**src/sscs_pkg.sv**
```systemverilog
/*
  constants, offsets, field positions and helper functions for the system and
  slow clock select block.
  assumes a single 10 MHz core clock and a plain strobe register port.
*/
package sscs_pkg;
  // core clock
  localparam int unsigned CLK_HZ = 10_000_000;
  // slow crystal may need up to this long to settle (longest time, rounds down)
  localparam int unsigned SLOW_XTAL_STAB_S = 1;
  localparam int unsigned SLOW_XTAL_WAIT_CYC_DEF = SLOW_XTAL_STAB_S * CLK_HZ;
  // fast crystal typical settle time in microseconds
  localparam int unsigned XTAL32M_STAB_US = 1000;
  localparam int unsigned XTAL32M_SETTLE_CYC_DEF = (XTAL32M_STAB_US * (CLK_HZ / 1_000_000));
  localparam int unsigned CNT_W = 24;

  // register byte offsets
  localparam logic [7:0] OFF_SYS_CTRL = 8'h00;
  localparam logic [7:0] OFF_SLOW_SEL = 8'h04;
  localparam logic [7:0] OFF_SLOW_TRIM = 8'h08;
  localparam logic [7:0] OFF_CPU_DIV = 8'h0c;
  localparam logic [7:0] OFF_STATUS = 8'h10;

  // sys_ctrl fields
  localparam int unsigned BIT_SRC_IS_RC = 0;
  localparam int unsigned BIT_PWR_DOWN_OPT = 1;
  localparam int unsigned BIT_AUTO_SWITCH = 2;
  // status fields
  localparam int unsigned BIT_ST_SRC_IS_RC = 0;
  localparam int unsigned BIT_ST_XTAL_STABLE = 1;
  localparam int unsigned BIT_ST_SLOW_FAIL = 2;
  localparam int unsigned BIT_ST_DIV_FAIL = 3;
  localparam int unsigned BIT_ST_SLOW_TIMEOUT = 4;
  localparam int unsigned BIT_ST_SLOW_READY = 10;

  // slow clock source codes
  localparam logic [1:0] SLOW_SRC_INT_RC = 2'h0;
  localparam logic [1:0] SLOW_SRC_EXT_RC_MODULE = 2'h1;
  localparam logic [1:0] SLOW_SRC_EXT_CRYSTAL = 2'h2;

  // slow rc current trim codes
  localparam logic [2:0] TRIM_0U53 = 3'h2;
  localparam logic [2:0] TRIM_0U35 = 3'h3;

  // cpu divisor codes
  localparam logic [2:0] DIV_CODE_BY8 = 3'h0;
  localparam logic [2:0] DIV_CODE_BY4 = 3'h1;
  localparam logic [2:0] DIV_CODE_BY2 = 3'h2;
  localparam logic [2:0] DIV_CODE_BY1 = 3'h3;
  localparam logic [2:0] DIV_CODE_BAD4 = 3'h4;
  localparam logic [2:0] DIV_CODE_BAD5 = 3'h5;
  localparam logic [2:0] DIV_CODE_BY32 = 3'h6;
  localparam logic [2:0] DIV_CODE_BY16 = 3'h7;

  // system clock source state, one-hot
  typedef enum logic [2:0] {
    SRC_ON_RC = 3'h1,
    SRC_WAIT_XTAL = 3'h2,
    SRC_ON_XTAL = 3'h4
  } sscs_src_state_t;

  // true for the six legal divisor codes
  function automatic logic div_code_valid(input logic [2:0] code);
    div_code_valid = (code != DIV_CODE_BAD4) && (code != DIV_CODE_BAD5);
  endfunction

  // divide ratio for a legal code; illegal codes fall back to 2
  function automatic logic [5:0] div_ratio(input logic [2:0] code);
    unique case (code)
      DIV_CODE_BY8: div_ratio = 6'h08;
      DIV_CODE_BY4: div_ratio = 6'h04;
      DIV_CODE_BY1: div_ratio = 6'h01;
      DIV_CODE_BY32: div_ratio = 6'h20;
      DIV_CODE_BY16: div_ratio = 6'h10;
      default: div_ratio = 6'h02;
    endcase
  endfunction
endpackage

```
**src/sscs_cpu_div.sv**
```systemverilog
/*
  cpu and peripheral clock enable generator with glitch-free switching.
  assumes the core clock stands for the selected system source; new source and
  divisor are taken only at the end of a whole cpu period.
*/
`timescale 1ns/10ps
module sscs_cpu_div (
  input wire logic core_clk_in, // core clock
  input wire logic rst_in, // sync reset, active high
  input wire logic src_is_rc_in, // wanted source, 1 = rc
  input wire logic [2:0] div_code_in, // wanted cpu divisor code
  output logic src_is_rc_out, // source actually in use
  output logic cpu_clk_en_out, // one pulse per cpu clock period
  output logic periph_clk_en_out // one pulse every second source cycle
);
  logic [4:0] cnt;
  logic [4:0] next_cnt;
  logic [5:0] ratio;
  logic [5:0] next_ratio;
  logic next_src;
  logic next_cpu_en;
  logic next_periph_en;

  // swap source and ratio only at period end, so no short pulse appears
  always_comb begin
    next_cnt = cnt + 5'h01;
    next_ratio = ratio;
    next_src = src_is_rc_out;
    next_cpu_en = 1'b0;
    next_periph_en = ~periph_clk_en_out; // source over two
    if ({1'b0, cnt} == ratio - 6'h01) begin
      next_cnt = 5'h00;
      next_cpu_en = 1'b1;
      next_ratio = sscs_pkg::div_ratio(div_code_in);
      next_src = src_is_rc_in;
    end
  end

  always_ff @(posedge core_clk_in) begin
    if (rst_in) begin
      cnt <= 5'h00;
      ratio <= 6'h02;
      src_is_rc_out <= 1'b1;
      cpu_clk_en_out <= 1'b0;
      periph_clk_en_out <= 1'b0;
    end else begin
      cnt <= next_cnt;
      ratio <= next_ratio;
      src_is_rc_out <= next_src;
      cpu_clk_en_out <= next_cpu_en;
      periph_clk_en_out <= next_periph_en;
    end
  end
endmodule

```
**src/sscs_ctrl.sv**
```systemverilog
/*
  system and slow clock select: slow 32 kHz source choice and rc trim, system
  source choice between fast crystal and high-speed rc, crystal power, cpu
  divisor with sleep default, and a small register port.
  assumes oscillators report stability as levels synchronous to core_clk_in,
  and sleep_in is a level that is high while the device sleeps.
*/
`timescale 1ns/10ps
// Overview of operation
// - slow source accepts external rc module or crystal; other codes flag failure
// - crystal start request starts it at once; settling may take one second
// - slow clock comes from internal rc until an external source is chosen and, for the crystal, stable
// - after an external slow source, return to internal rc is ignored
// - choosing the slow crystal forces both its pins to input, pulls off
// - trim code 2 is 0.53uA default, 3 is 0.35uA, others unchanged
// - system clock comes from fast crystal or high-speed rc
// - peripheral clock is the system source divided by two
// - source select bit one picks rc, zero picks crystal
// - with rc and power-down option, crystal is powered down
// - crystal selected but not running is powered up, switch waits stability
// - readable status tells rc or crystal, nothing on calibration
// - divisor codes map 0:8 1:4 2:2 3:1 6:32 7:16
// - divisor codes 4 and 5 rejected, old divisor kept, failure flagged
// - waking from sleep sets cpu divisor back to two
// - divisor reads back as the same three-bit code
// - after reset or wake, move to crystal once it is stable
// - readable status says whether the fast crystal runs and is stable
// - status bit 10 reads one once the slow clock is ready
module sscs_ctrl #(
  parameter int unsigned SLOW_XTAL_WAIT_CYC = sscs_pkg::SLOW_XTAL_WAIT_CYC_DEF,
  parameter int unsigned XTAL_SETTLE_CYC = sscs_pkg::XTAL32M_SETTLE_CYC_DEF
) (
  input wire logic core_clk_in, // 10 MHz core clock
  input wire logic rst_in, // sync reset, active high
  input wire logic [7:0] reg_addr_in, // register byte address
  input wire logic [31:0] reg_wdata_in, // register write data
  input wire logic reg_wr_in, // write strobe
  input wire logic reg_rd_in, // read strobe
  input wire logic xtal32m_stable_in, // fast crystal reports stable
  input wire logic slow_xtal_stable_in, // slow crystal stability detector
  input wire logic sleep_in, // high while asleep
  output logic [31:0] reg_rdata_out, // read data, cycle after strobe
  output logic sys_clk_src_is_rc_out, // system source in use, 1 = rc
  output logic xtal32m_pwr_en_out, // fast crystal power enable
  output logic cpu_clk_en_out, // cpu clock enable pulse
  output logic periph_clk_en_out, // peripheral clock enable pulse
  output logic [1:0] slow_src_active_out, // slow source driving the slow clock
  output logic slow_xtal_en_out, // slow crystal oscillator enable
  output logic slow_xtal_pin_a_input_out, // force pin a to input, pull-up off
  output logic slow_xtal_pin_b_input_out, // force pin b to input, pull-up off
  output logic [2:0] slow_rc_current_trim_out // external slow rc current trim
);
  // register access decode
  logic wr_ctrl;
  logic wr_slow;
  logic wr_trim;
  logic wr_div;
  assign wr_ctrl = reg_wr_in && (reg_addr_in == sscs_pkg::OFF_SYS_CTRL);
  assign wr_slow = reg_wr_in && (reg_addr_in == sscs_pkg::OFF_SLOW_SEL);
  assign wr_trim = reg_wr_in && (reg_addr_in == sscs_pkg::OFF_SLOW_TRIM);
  assign wr_div = reg_wr_in && (reg_addr_in == sscs_pkg::OFF_CPU_DIV);

  // wake is the falling edge of the sleep level
  logic sleep_q;
  logic wake;
  assign wake = sleep_q && !sleep_in;

  // system source control state
  logic sys_clk_src_is_rc;
  logic crystal_power_down_opt;
  logic auto_switch;
  logic [2:0] cpu_clk_div_code;
  logic div_fail;
  logic next_src_is_rc;
  logic next_pd_opt;
  logic next_auto_switch;
  logic [2:0] next_div_code;
  logic next_div_fail;

  // software settings; wake forces divisor and auto switch request
  always_comb begin
    next_src_is_rc = sys_clk_src_is_rc;
    next_pd_opt = crystal_power_down_opt;
    next_auto_switch = auto_switch;
    next_div_code = cpu_clk_div_code;
    next_div_fail = div_fail;
    if (wr_ctrl) begin
      next_src_is_rc = reg_wdata_in[sscs_pkg::BIT_SRC_IS_RC];
      next_pd_opt = reg_wdata_in[sscs_pkg::BIT_PWR_DOWN_OPT];
      next_auto_switch = reg_wdata_in[sscs_pkg::BIT_AUTO_SWITCH];
    end
    if (wr_div) begin
      if (sscs_pkg::div_code_valid(reg_wdata_in[2:0])) begin
        next_div_code = reg_wdata_in[2:0];
        next_div_fail = 1'b0;
      end else begin
        next_div_fail = 1'b1; // old code stays
      end
    end
    if (wake) begin
      next_div_code = sscs_pkg::DIV_CODE_BY2;
      if (auto_switch) begin
        next_src_is_rc = 1'b0;
      end
    end
  end

  always_ff @(posedge core_clk_in) begin
    if (rst_in) begin
      sleep_q <= 1'b0;
      sys_clk_src_is_rc <= 1'b0; // crystal wanted after reset
      crystal_power_down_opt <= 1'b0;
      auto_switch <= 1'b1;
      cpu_clk_div_code <= sscs_pkg::DIV_CODE_BY2;
      div_fail <= 1'b0;
    end else begin
      sleep_q <= sleep_in;
      sys_clk_src_is_rc <= next_src_is_rc;
      crystal_power_down_opt <= next_pd_opt;
      auto_switch <= next_auto_switch;
      cpu_clk_div_code <= next_div_code;
      div_fail <= next_div_fail;
    end
  end

  // fast crystal power and source switch sequencing
  sscs_pkg::sscs_src_state_t src_state;
  sscs_pkg::sscs_src_state_t next_src_state;
  logic [sscs_pkg::CNT_W-1:0] settle_cnt;
  logic [sscs_pkg::CNT_W-1:0] next_settle_cnt;
  logic xtal_ok;
  logic next_pwr_en;
  assign xtal_ok = xtal32m_pwr_en_out && xtal32m_stable_in &&
                   (settle_cnt >= sscs_pkg::CNT_W'(XTAL_SETTLE_CYC));

  // the crystal is dropped when rc is wanted or the device sleeps
  always_comb begin
    next_src_state = src_state;
    unique case (src_state)
      sscs_pkg::SRC_ON_RC: begin
        if (!sys_clk_src_is_rc && !sleep_in) begin
          next_src_state = sscs_pkg::SRC_WAIT_XTAL;
        end
      end
      sscs_pkg::SRC_WAIT_XTAL: begin
        if (sys_clk_src_is_rc || sleep_in) begin
          next_src_state = sscs_pkg::SRC_ON_RC;
        end else if (xtal_ok) begin
          next_src_state = sscs_pkg::SRC_ON_XTAL;
        end
      end
      sscs_pkg::SRC_ON_XTAL: begin
        if (sys_clk_src_is_rc || sleep_in) begin
          next_src_state = sscs_pkg::SRC_ON_RC;
        end
      end
      default: next_src_state = sscs_pkg::SRC_ON_RC;
    endcase
    // off only with rc and the option set, always off asleep
    next_pwr_en = !sleep_in && ((next_src_state != sscs_pkg::SRC_ON_RC) || !crystal_power_down_opt);
    next_settle_cnt = settle_cnt;
    if (!xtal32m_pwr_en_out) begin
      next_settle_cnt = '0;
    end else if (settle_cnt < sscs_pkg::CNT_W'(XTAL_SETTLE_CYC)) begin
      next_settle_cnt = settle_cnt + 1'b1;
    end
  end

  always_ff @(posedge core_clk_in) begin
    if (rst_in) begin
      src_state <= sscs_pkg::SRC_ON_RC; // start on rc, crystal warms up
      settle_cnt <= '0;
      xtal32m_pwr_en_out <= 1'b0;
    end else begin
      src_state <= next_src_state;
      settle_cnt <= next_settle_cnt;
      xtal32m_pwr_en_out <= next_pwr_en;
    end
  end

  // divider applies source and divisor only at whole periods
  sscs_cpu_div u_cpu_div (
    .core_clk_in(core_clk_in),
    .rst_in(rst_in),
    .src_is_rc_in(src_state != sscs_pkg::SRC_ON_XTAL),
    .div_code_in(cpu_clk_div_code),
    .src_is_rc_out(sys_clk_src_is_rc_out),
    .cpu_clk_en_out(cpu_clk_en_out),
    .periph_clk_en_out(periph_clk_en_out)
  );

  // slow clock source selection
  logic [1:0] slow_src_sel;
  logic slow_fail;
  logic slow_timeout;
  logic [sscs_pkg::CNT_W-1:0] slow_cnt;
  logic [1:0] next_slow_sel;
  logic [1:0] next_slow_active;
  logic next_slow_fail;
  logic next_slow_timeout;
  logic [sscs_pkg::CNT_W-1:0] next_slow_cnt;
  logic [2:0] next_trim;
  logic next_xtal_sel;
  logic slow_ready;
  assign slow_ready = (slow_src_active_out == slow_src_sel);

  // no path leads back to the internal rc once left
  always_comb begin
    next_slow_sel = slow_src_sel;
    next_slow_fail = slow_fail;
    if (wr_slow) begin
      if ((reg_wdata_in[1:0] == sscs_pkg::SLOW_SRC_EXT_RC_MODULE) ||
          (reg_wdata_in[1:0] == sscs_pkg::SLOW_SRC_EXT_CRYSTAL)) begin
        next_slow_sel = reg_wdata_in[1:0];
        next_slow_fail = 1'b0;
      end else begin
        next_slow_fail = 1'b1; // internal rc refused
      end
    end
    next_xtal_sel = (next_slow_sel == sscs_pkg::SLOW_SRC_EXT_CRYSTAL);
    // crystal takes over only on detector word; prior source keeps running
    next_slow_active = slow_src_active_out;
    if (slow_src_sel != sscs_pkg::SLOW_SRC_EXT_CRYSTAL) begin
      next_slow_active = slow_src_sel;
    end else if (slow_xtal_stable_in) begin
      next_slow_active = sscs_pkg::SLOW_SRC_EXT_CRYSTAL;
    end
    // settle watch, flags a crystal that misses its settle window
    next_slow_cnt = '0;
    next_slow_timeout = 1'b0;
    if (slow_xtal_en_out && !slow_ready) begin
      next_slow_timeout = slow_timeout;
      next_slow_cnt = slow_cnt;
      if (slow_cnt >= sscs_pkg::CNT_W'(SLOW_XTAL_WAIT_CYC)) begin
        next_slow_timeout = 1'b1;
      end else begin
        next_slow_cnt = slow_cnt + 1'b1;
      end
    end
    next_trim = slow_rc_current_trim_out;
    if (wr_trim && ((reg_wdata_in[2:0] == sscs_pkg::TRIM_0U53) ||
                    (reg_wdata_in[2:0] == sscs_pkg::TRIM_0U35))) begin
      next_trim = reg_wdata_in[2:0]; // other codes change nothing
    end
  end

  always_ff @(posedge core_clk_in) begin
    if (rst_in) begin
      slow_src_sel <= sscs_pkg::SLOW_SRC_INT_RC;
      slow_src_active_out <= sscs_pkg::SLOW_SRC_INT_RC;
      slow_fail <= 1'b0;
      slow_timeout <= 1'b0;
      slow_cnt <= '0;
      slow_xtal_en_out <= 1'b0;
      slow_xtal_pin_a_input_out <= 1'b0;
      slow_xtal_pin_b_input_out <= 1'b0;
      slow_rc_current_trim_out <= sscs_pkg::TRIM_0U53;
    end else begin
      slow_src_sel <= next_slow_sel;
      slow_src_active_out <= next_slow_active;
      slow_fail <= next_slow_fail;
      slow_timeout <= next_slow_timeout;
      slow_cnt <= next_slow_cnt;
      slow_xtal_en_out <= next_xtal_sel;
      slow_xtal_pin_a_input_out <= next_xtal_sel;
      slow_xtal_pin_b_input_out <= next_xtal_sel;
      slow_rc_current_trim_out <= next_trim;
    end
  end

  // read mux; unmapped addresses and idle cycles read zero
  logic [31:0] next_rdata;
  always_comb begin
    next_rdata = 32'h0000_0000;
    if (reg_rd_in) begin
      unique case (reg_addr_in)
        sscs_pkg::OFF_SYS_CTRL: begin
          next_rdata[sscs_pkg::BIT_SRC_IS_RC] = sys_clk_src_is_rc;
          next_rdata[sscs_pkg::BIT_PWR_DOWN_OPT] = crystal_power_down_opt;
          next_rdata[sscs_pkg::BIT_AUTO_SWITCH] = auto_switch;
        end
        sscs_pkg::OFF_SLOW_SEL: next_rdata[1:0] = slow_src_sel;
        sscs_pkg::OFF_SLOW_TRIM: next_rdata[2:0] = slow_rc_current_trim_out;
        sscs_pkg::OFF_CPU_DIV: next_rdata[2:0] = cpu_clk_div_code;
        sscs_pkg::OFF_STATUS: begin
          next_rdata[sscs_pkg::BIT_ST_SRC_IS_RC] = sys_clk_src_is_rc_out;
          next_rdata[sscs_pkg::BIT_ST_XTAL_STABLE] = xtal_ok;
          next_rdata[sscs_pkg::BIT_ST_SLOW_FAIL] = slow_fail;
          next_rdata[sscs_pkg::BIT_ST_DIV_FAIL] = div_fail;
          next_rdata[sscs_pkg::BIT_ST_SLOW_TIMEOUT] = slow_timeout;
          next_rdata[sscs_pkg::BIT_ST_SLOW_READY] = slow_ready;
        end
        default: next_rdata = 32'h0000_0000;
      endcase
    end
  end

  always_ff @(posedge core_clk_in) begin
    if (rst_in) begin
      reg_rdata_out <= 32'h0000_0000;
    end else begin
      reg_rdata_out <= next_rdata;
    end
  end
endmodule

```
**config.mk**
```make
export PLATFORM = sky130hd
export DESIGN_NAME = sscs_ctrl
export DESIGN_NICKNAME = d
export VERILOG_FILES = /design/src/sscs_pkg.sv /design/src/sscs_cpu_div.sv /design/src/sscs_ctrl.sv
export SDC_FILE = /design/constraint.sdc
export NUM_CORES = 1
export LEC_CHECK = 0
export BUFFER_PORTS_ARGS = -buffer_cell sky130_fd_sc_hd__buf_2
export CORE_ASPECT_RATIO = 0.7
export CORE_UTILIZATION = 59
export DETAILED_ROUTE_END_ITERATION = 12
export PLACE_DENSITY_LB_ADDON = 0.1
export SETUP_SLACK_MARGIN = 0.3
export SYNTH_ARGS = -nofsm -noshare
export SYNTH_HDL_FRONTEND = slang
export SYNTH_HIERARCHICAL = 1
export SYNTH_SLANG_ARGS = --single-unit
```
**constraint.sdc**
```tcl
create_clock -name core_clk_in -period 4.87 [get_ports core_clk_in]
set_input_delay 0.7305 -clock core_clk_in [delete_from_list [all_inputs] [get_ports core_clk_in]]
set_output_delay 0.7305 -clock core_clk_in [all_outputs]
set_load 0.01 [all_outputs]
```
# Word level (Yosys, flattened, before mapping)
# Cells that the tools add are included.
[word_totals] ff_bits=116 inputBits=47
[op_classes] n_addsub=4 order_cmp=3 n_eq_ne=23 n_mux=18 bitwise=5 reduce_logical=30
[op_table] op="adder 24 x 1 -> 24 bit (second input constant)" n=2
[op_table] op="case mux 6 bit (5 select lines)" n=1
[op_table] op=">= comparator 24 x 14 -> 1 bit (second input constant)" n=1
[op_table] op=">= comparator 24 bit (second input constant)" n=1
[op_table] op="less-than comparator 24 x 14 -> 1 bit (second input constant)" n=1
[op_table] op="== test 8 x 4 -> 1 bit (second input constant)" n=2
[op_table] op="== test 3 x 2 -> 1 bit (second input constant)" n=4
[op_table] op="logical AND 1 bit" n=12
[op_table] op="2-to-1 mux 3 bit" n=4
[op_table] op="case mux 2 bit (5 select lines)" n=1
[op_table] op="OR reduction 2 bit" n=5
[op_table] op="== test 3 bit (second input constant)" n=3
[op_table] op="inequality test 3 bit (second input constant)" n=3
[op_table] op="case mux 3 bit (3 select lines)" n=1
[op_table] op="== test 8 x 3 -> 1 bit (second input constant)" n=1
[op_table] op="== test 8 x 5 -> 1 bit (second input constant)" n=1
[op_table] op="logical NOT 8 bit" n=1
[op_table] op="2-to-1 mux 2 bit" n=4
[op_table] op="== test 3 x 1 -> 1 bit (second input constant)" n=2
[op_table] op="== test 5 x 6 -> 1 bit" n=1
[op_table] op="2-to-1 mux 1 bit" n=6
[op_table] op="subtractor 6 x 1 -> 6 bit (second input constant)" n=1
[op_table] op="adder 5 x 1 -> 5 bit (second input constant)" n=1
[op_table] op="NOT 1 bit" n=5
[op_table] op="other kinds (12)" n=19

# Longest topological paths before layout
[logic_depth] depth_word=8 ltp_mapped=8

# Modules after synthesis
# Netlist, hierarchy kept.
[modules_own_cells] mod="sscs_ctrl" n_inst=1 cells_per_inst=419 area_per_inst_um2=3648.5 seq_area_each_um2=1521.5
[modules_own_cells] mod="sscs_cpu_div" n_inst=1 cells_per_inst=77 area_per_inst_um2=715.7 seq_area_each_um2=280.3

# Worst setup path before layout
# OpenSTA, ideal clock, no wires.
[synth_timing] path_type="input port to flip-flop" startpoint="in reg_addr_in[1]" endpoint="reg slow_src_sel[0]" t_arrival_ns=2.222 required_ns=4.742 path_slack_ns=2.520 cell_stages=6 cell_sequence="or4_4 nor4b_4 and3_1 buf_2 mux2i_1 nor2_1"
[synth_via] elab_chain_cells=3
[synth_rtl] item="start, declared" line="sscs_ctrl.sv:35" source="input wire logic [7:0] reg_addr_in,"
[synth_rtl] item="== test 8 x 3 -> 1 bit" line="sscs_ctrl.sv:59" source="assign wr_slow = reg_wr_in && (reg_addr_in == sscs_pkg::OFF_SLOW_SEL);"
[synth_rtl] item="logical AND 1 bit" line="sscs_ctrl.sv:59"
[synth_rtl] item="2-to-1 mux 2 bit" line="sscs_ctrl.sv:211" source="if (wr_slow) begin"
[synth_rtl] item="end signal, assigned" line="sscs_ctrl.sv:249" source="slow_src_sel <= sscs_pkg::SLOW_SRC_INT_RC;"
[synth_rtl] item="end signal, assigned" line="sscs_ctrl.sv:259" source="slow_src_sel <= next_slow_sel;"
[synth_rtl] item="end, declared" line="sscs_ctrl.sv:193" source="logic [1:0] slow_src_sel;"
# Every way passes these cells.
# A chain may end at the register's enable or synchronous reset.

# Final worst setup path
[layout_timing] startpoint="reg slow_cnt[16] in the netlist's numbering" endpoint="reg slow_cnt[21] in the netlist's numbering"
[layout_via] elab_chain_cells=1 word_cells_on_any_way=2 cone_classes="add/sub: 1; order compare: 1"
[layout_rtl] item="start, declared" line="sscs_ctrl.sv:196" source="logic [sscs_pkg::CNT_W-1:0] slow_cnt;"
[layout_rtl] item="start signal, assigned" line="sscs_ctrl.sv:263" source="slow_cnt <= next_slow_cnt;"
[layout_rtl] item="adder 24 x 1 -> 24 bit / >= comparator 24 bit (equally long branches)" line="sscs_ctrl.sv:237, sscs_ctrl.sv:234"
# Several ways; a longest one is shown, not always the timed one.

==> metrics.cfg <==
[route]
drt_pass1_iterations = 4
via_per_inst = 5.50
drt_first_iter_violations = 196
ant_nets = 0
remaining_routing_drc_violations = 0
route.final.wire_length_mm = 8.06
avgRoutedWirePerCell_um = 13.0
dr_total_vias = 3397

[clock_network]
htree_num_levels = 3
tritoncts_clock_tree = done
cts.repair.resized = 0
cts-buffers-inserted = 9
numClockSinks = 90
cts_buffer_depth = 2
cts.repair_timing.setup_buffer_count = 0
clock_tree.root_cell = sky130_fd_sc_hd__clkbuf_8
clock_insertion_delay_worst_skew_ns = 0.35
ctsHoldBuffers = 0
clk_pin_slew_worst_paths_ns = 0.09

[sta]
rsz0062_at_grt = false
finalSetupViolCount = 0
period_minus_slack_ns = 2.31
timing.hold.ws_ns = 0.425
portion_of_the_clock_cycle_consumed_by_the_worst_path_in_the_final_layout_pct = 47.4
finalHoldViolCount = 0
timing_worst_slew_pin_value_ns = 1.09
timing.max_slew.rel_slack_pct = 26.7
timing.fmax_mhz = 433
setup_tns_final_ns = 0
slew_violations = 0
worst_clock_skew_ns = 0.0126

[synth]
synth_flop_cell = sky130_fd_sc_hd__dfxtp_1
synth-edff-count = 0
synth_top_area_share_pct = 41.3
ys_seq_area_share_pct = 41.3
netlist_instances = 496
synth_commonest_cells = sky130_fd_sc_hd__dfxtp_1, sky130_fd_sc_hd__nor2_1, sky130_fd_sc_hd__a21oi_1, sky130_fd_sc_hd__buf_4, sky130_fd_sc_hd__nand3_1
async_flop_share_pct = 0
ys.warnings.count = 6
synthDistinctLibCells = 57
synth.top_cells.by_area = sky130_fd_sc_hd__dfxtp_1, sky130_fd_sc_hd__buf_4, sky130_fd_sc_hd__xnor2_1
post_synth_instance_area_um2 = 4360
yosys.cell_count.top_type = sky130_fd_sc_hd__dfxtp_1
netlist.top_cell.by_area = sky130_fd_sc_hd__dfxtp_1
syn-mean-instance-area_um2 = 8.80
ys_seq_elements = 90

[outcome]
run_status = finished clean

[layout]
finish.net_count = 576
final-seq-area_um2 = 1800
syn2layout_area_growth_pct = 6.74
multi_input_comb_area_um2 = 2280
post_route_cells_drive_above_1_share_pct = 12.4
final_cells = 618
antenna_cells = 0
fill_cells = 604
postLayoutCoreUtil_pct = 67.1

[pwr]
clockPowerShare_pct = 38.3
p_int_mw = 1.02
net_switching_power_uw = 315
powerDensity_nw_per_um2 = 287
vdd.ir_drop.worst_mv = 0.165
sequential_share_of_power_pct = 56.1
static_leakage_nw = 1.66
switching_fraction_pct = 23.6
power.combinational.fraction_pct = 5.6

[floorplan]
die_height_um = 74.0
dieArea_um2 = 7750
rows = 25
top_level_ports = 91
initial_core_util_pct = 62.8
floorplan.die.width_um = 105
core-area_um2 = 6940

[grt]
maximum_number_of_pins_on_one_net_before_global_route_repair = 43
vias_in_the_first_global_route = 3065
groute.usage.overall_pct = 21.9
grt_antenna_before_repair = 0
global_route_wire_length_before_repair_mm = 13.7
grt.overflow.total = 0

[critical_path]
worst-endpoint-required_ns = 5.15
critical_path_arrival_ns = 2.59
cp-end-kind = flop
reg2reg_setup_slack_ns = 2.56
type_of_the_worst_setup_path = reg2reg
timing.critical_path.from_type = flop
critical_path.max_fanout = 12

[place]
io_buffers = 35
placed_cells = 602
gpl.final_weighted_congestion = 0.861
dp_wirelength_mm = 5.86

[run]
cap_viol_max_count = 0

[worst_hold_path]
hold_path.class = reg2reg

[per-stage QoR]
stage | area, um^2 | setup WS (ns) | power (mW)
floorplan | 4460 | 2.52 | 0.840
global placement | 4450 | 2.27 | 0.840
detailed placement | 4450 | 2.25 | 0.842
CTS | 4660 | 2.56 | 1.35
global route | 4660 | 2.35 | 1.38
finish | 4660 | 2.56 | 1.34
[state kept, by name (all words and copies together) (netlist names), 2 cells and up]
| register | count |
|---|---|
| settle_cnt | 24 |
| slow_cnt | 24 |
| reg_rdata_out | 6 |
| u_cpu_div/ratio | 6 |
| u_cpu_div/cnt | 5 |
| cpu_clk_div_code | 3 |
| slow_rc_current_trim_out | 3 |
| src_state | 3 |
| slow_src_active_out | 2 |
| slow_src_sel | 2 |
[layout make-up]
cell class,count,share of cell area (%)
clock buffers,10,2.95
clock inverters,6,1.42
inverters,18,1.45
multi-input cells,364,49.0
flip-flops and latches,90,38.7
well taps,94,2.52
repair buffers,36,3.92
[per-layer routing]
layer / part of all wire [%] / up-vias / track usage [%] / routed length, um
li1: - / 1751 / - / -
met1: 51 / 1561 / 30.1 / 4090
met2: 44 / 75 / 35.6 / 3560
met3: 4.3 / 10 / 4.21 / 344
met4: 0.84 / 0 / 6.26 / 68
met5: 0 / - / 0 / 0
[worst paths after layout]
kind	from	to	cells after the start
worst max-delay path	slow_cnt[16]	slow_cnt[21]	6
worst min-delay path	u_cpu_div/periph_clk_en_out	u_cpu_div/periph_clk_en_out	1
worst max register to register	slow_cnt[16]	slow_cnt[21]	6
worst min register to register	u_cpu_div/periph_clk_en_out	u_cpu_div/periph_clk_en_out	1
[layout by cell type (no fill, tap or decap), types with 10 or more instances in the layout]
master	netlist	layout
sky130_fd_sc_hd__nor3_1	18	18
sky130_fd_sc_hd__nand2_1	20	20
sky130_fd_sc_hd__or3_1	16	16
sky130_fd_sc_hd__nand3_1	27	27
sky130_fd_sc_hd__buf_2	3	35
sky130_fd_sc_hd__ha_1	10	10
sky130_fd_sc_hd__a21oi_1	30	30
sky130_fd_sc_hd__and2_1	13	13
sky130_fd_sc_hd__dfxtp_1	90	90
sky130_fd_sc_hd__xnor2_1	19	19
sky130_fd_sc_hd__o21ai_0	22	22
sky130_fd_sc_hd__inv_1	18	18
sky130_fd_sc_hd__nand2b_1	10	10
sky130_fd_sc_hd__clkbuf_8	0	10
sky130_fd_sc_hd__conb_1	1	26
sky130_fd_sc_hd__nor4_1	11	11
sky130_fd_sc_hd__mux2i_1	13	13
sky130_fd_sc_hd__nor2_1	41	41
[power groups by stage]
stage | logic [mW] | registers [mW] | clock network (mW)
finish | 0.0748 | 0.750 | 0.512
global route | 0.0831 | 0.751 | 0.550
CTS | 0.0747 | 0.750 | 0.526
detailed placement | 0.0745 | 0.767 | 0
global placement | 0.0728 | 0.767 | 0
floorplan | 0.0742 | 0.766 | 0
[cells by family after synthesis]
logic type | synth area share, %
xor gates and xnor gates | 5.22
AOI/OAI and AO/OA | 12.6
DFF | 41.3
other | 0.0859
adders and majority gates | 2.87
muxes | 4.01
and+or+nand+nor | 25.5
buffers and inverters | 8.51
[worst max-delay path, cell delays in order, from the launching register on]
cell and delay (ns):
sky130_fd_sc_hd__dfxtp_1 0.35, sky130_fd_sc_hd__or4_4 0.55, sky130_fd_sc_hd__nor2_4 0.12, sky130_fd_sc_hd__a41oi_1 0.30, sky130_fd_sc_hd__buf_4 0.29, sky130_fd_sc_hd__or4_1 0.47, sky130_fd_sc_hd__a21oi_1 0.15
Note: power is estimated with default switching activity, not from simulation.
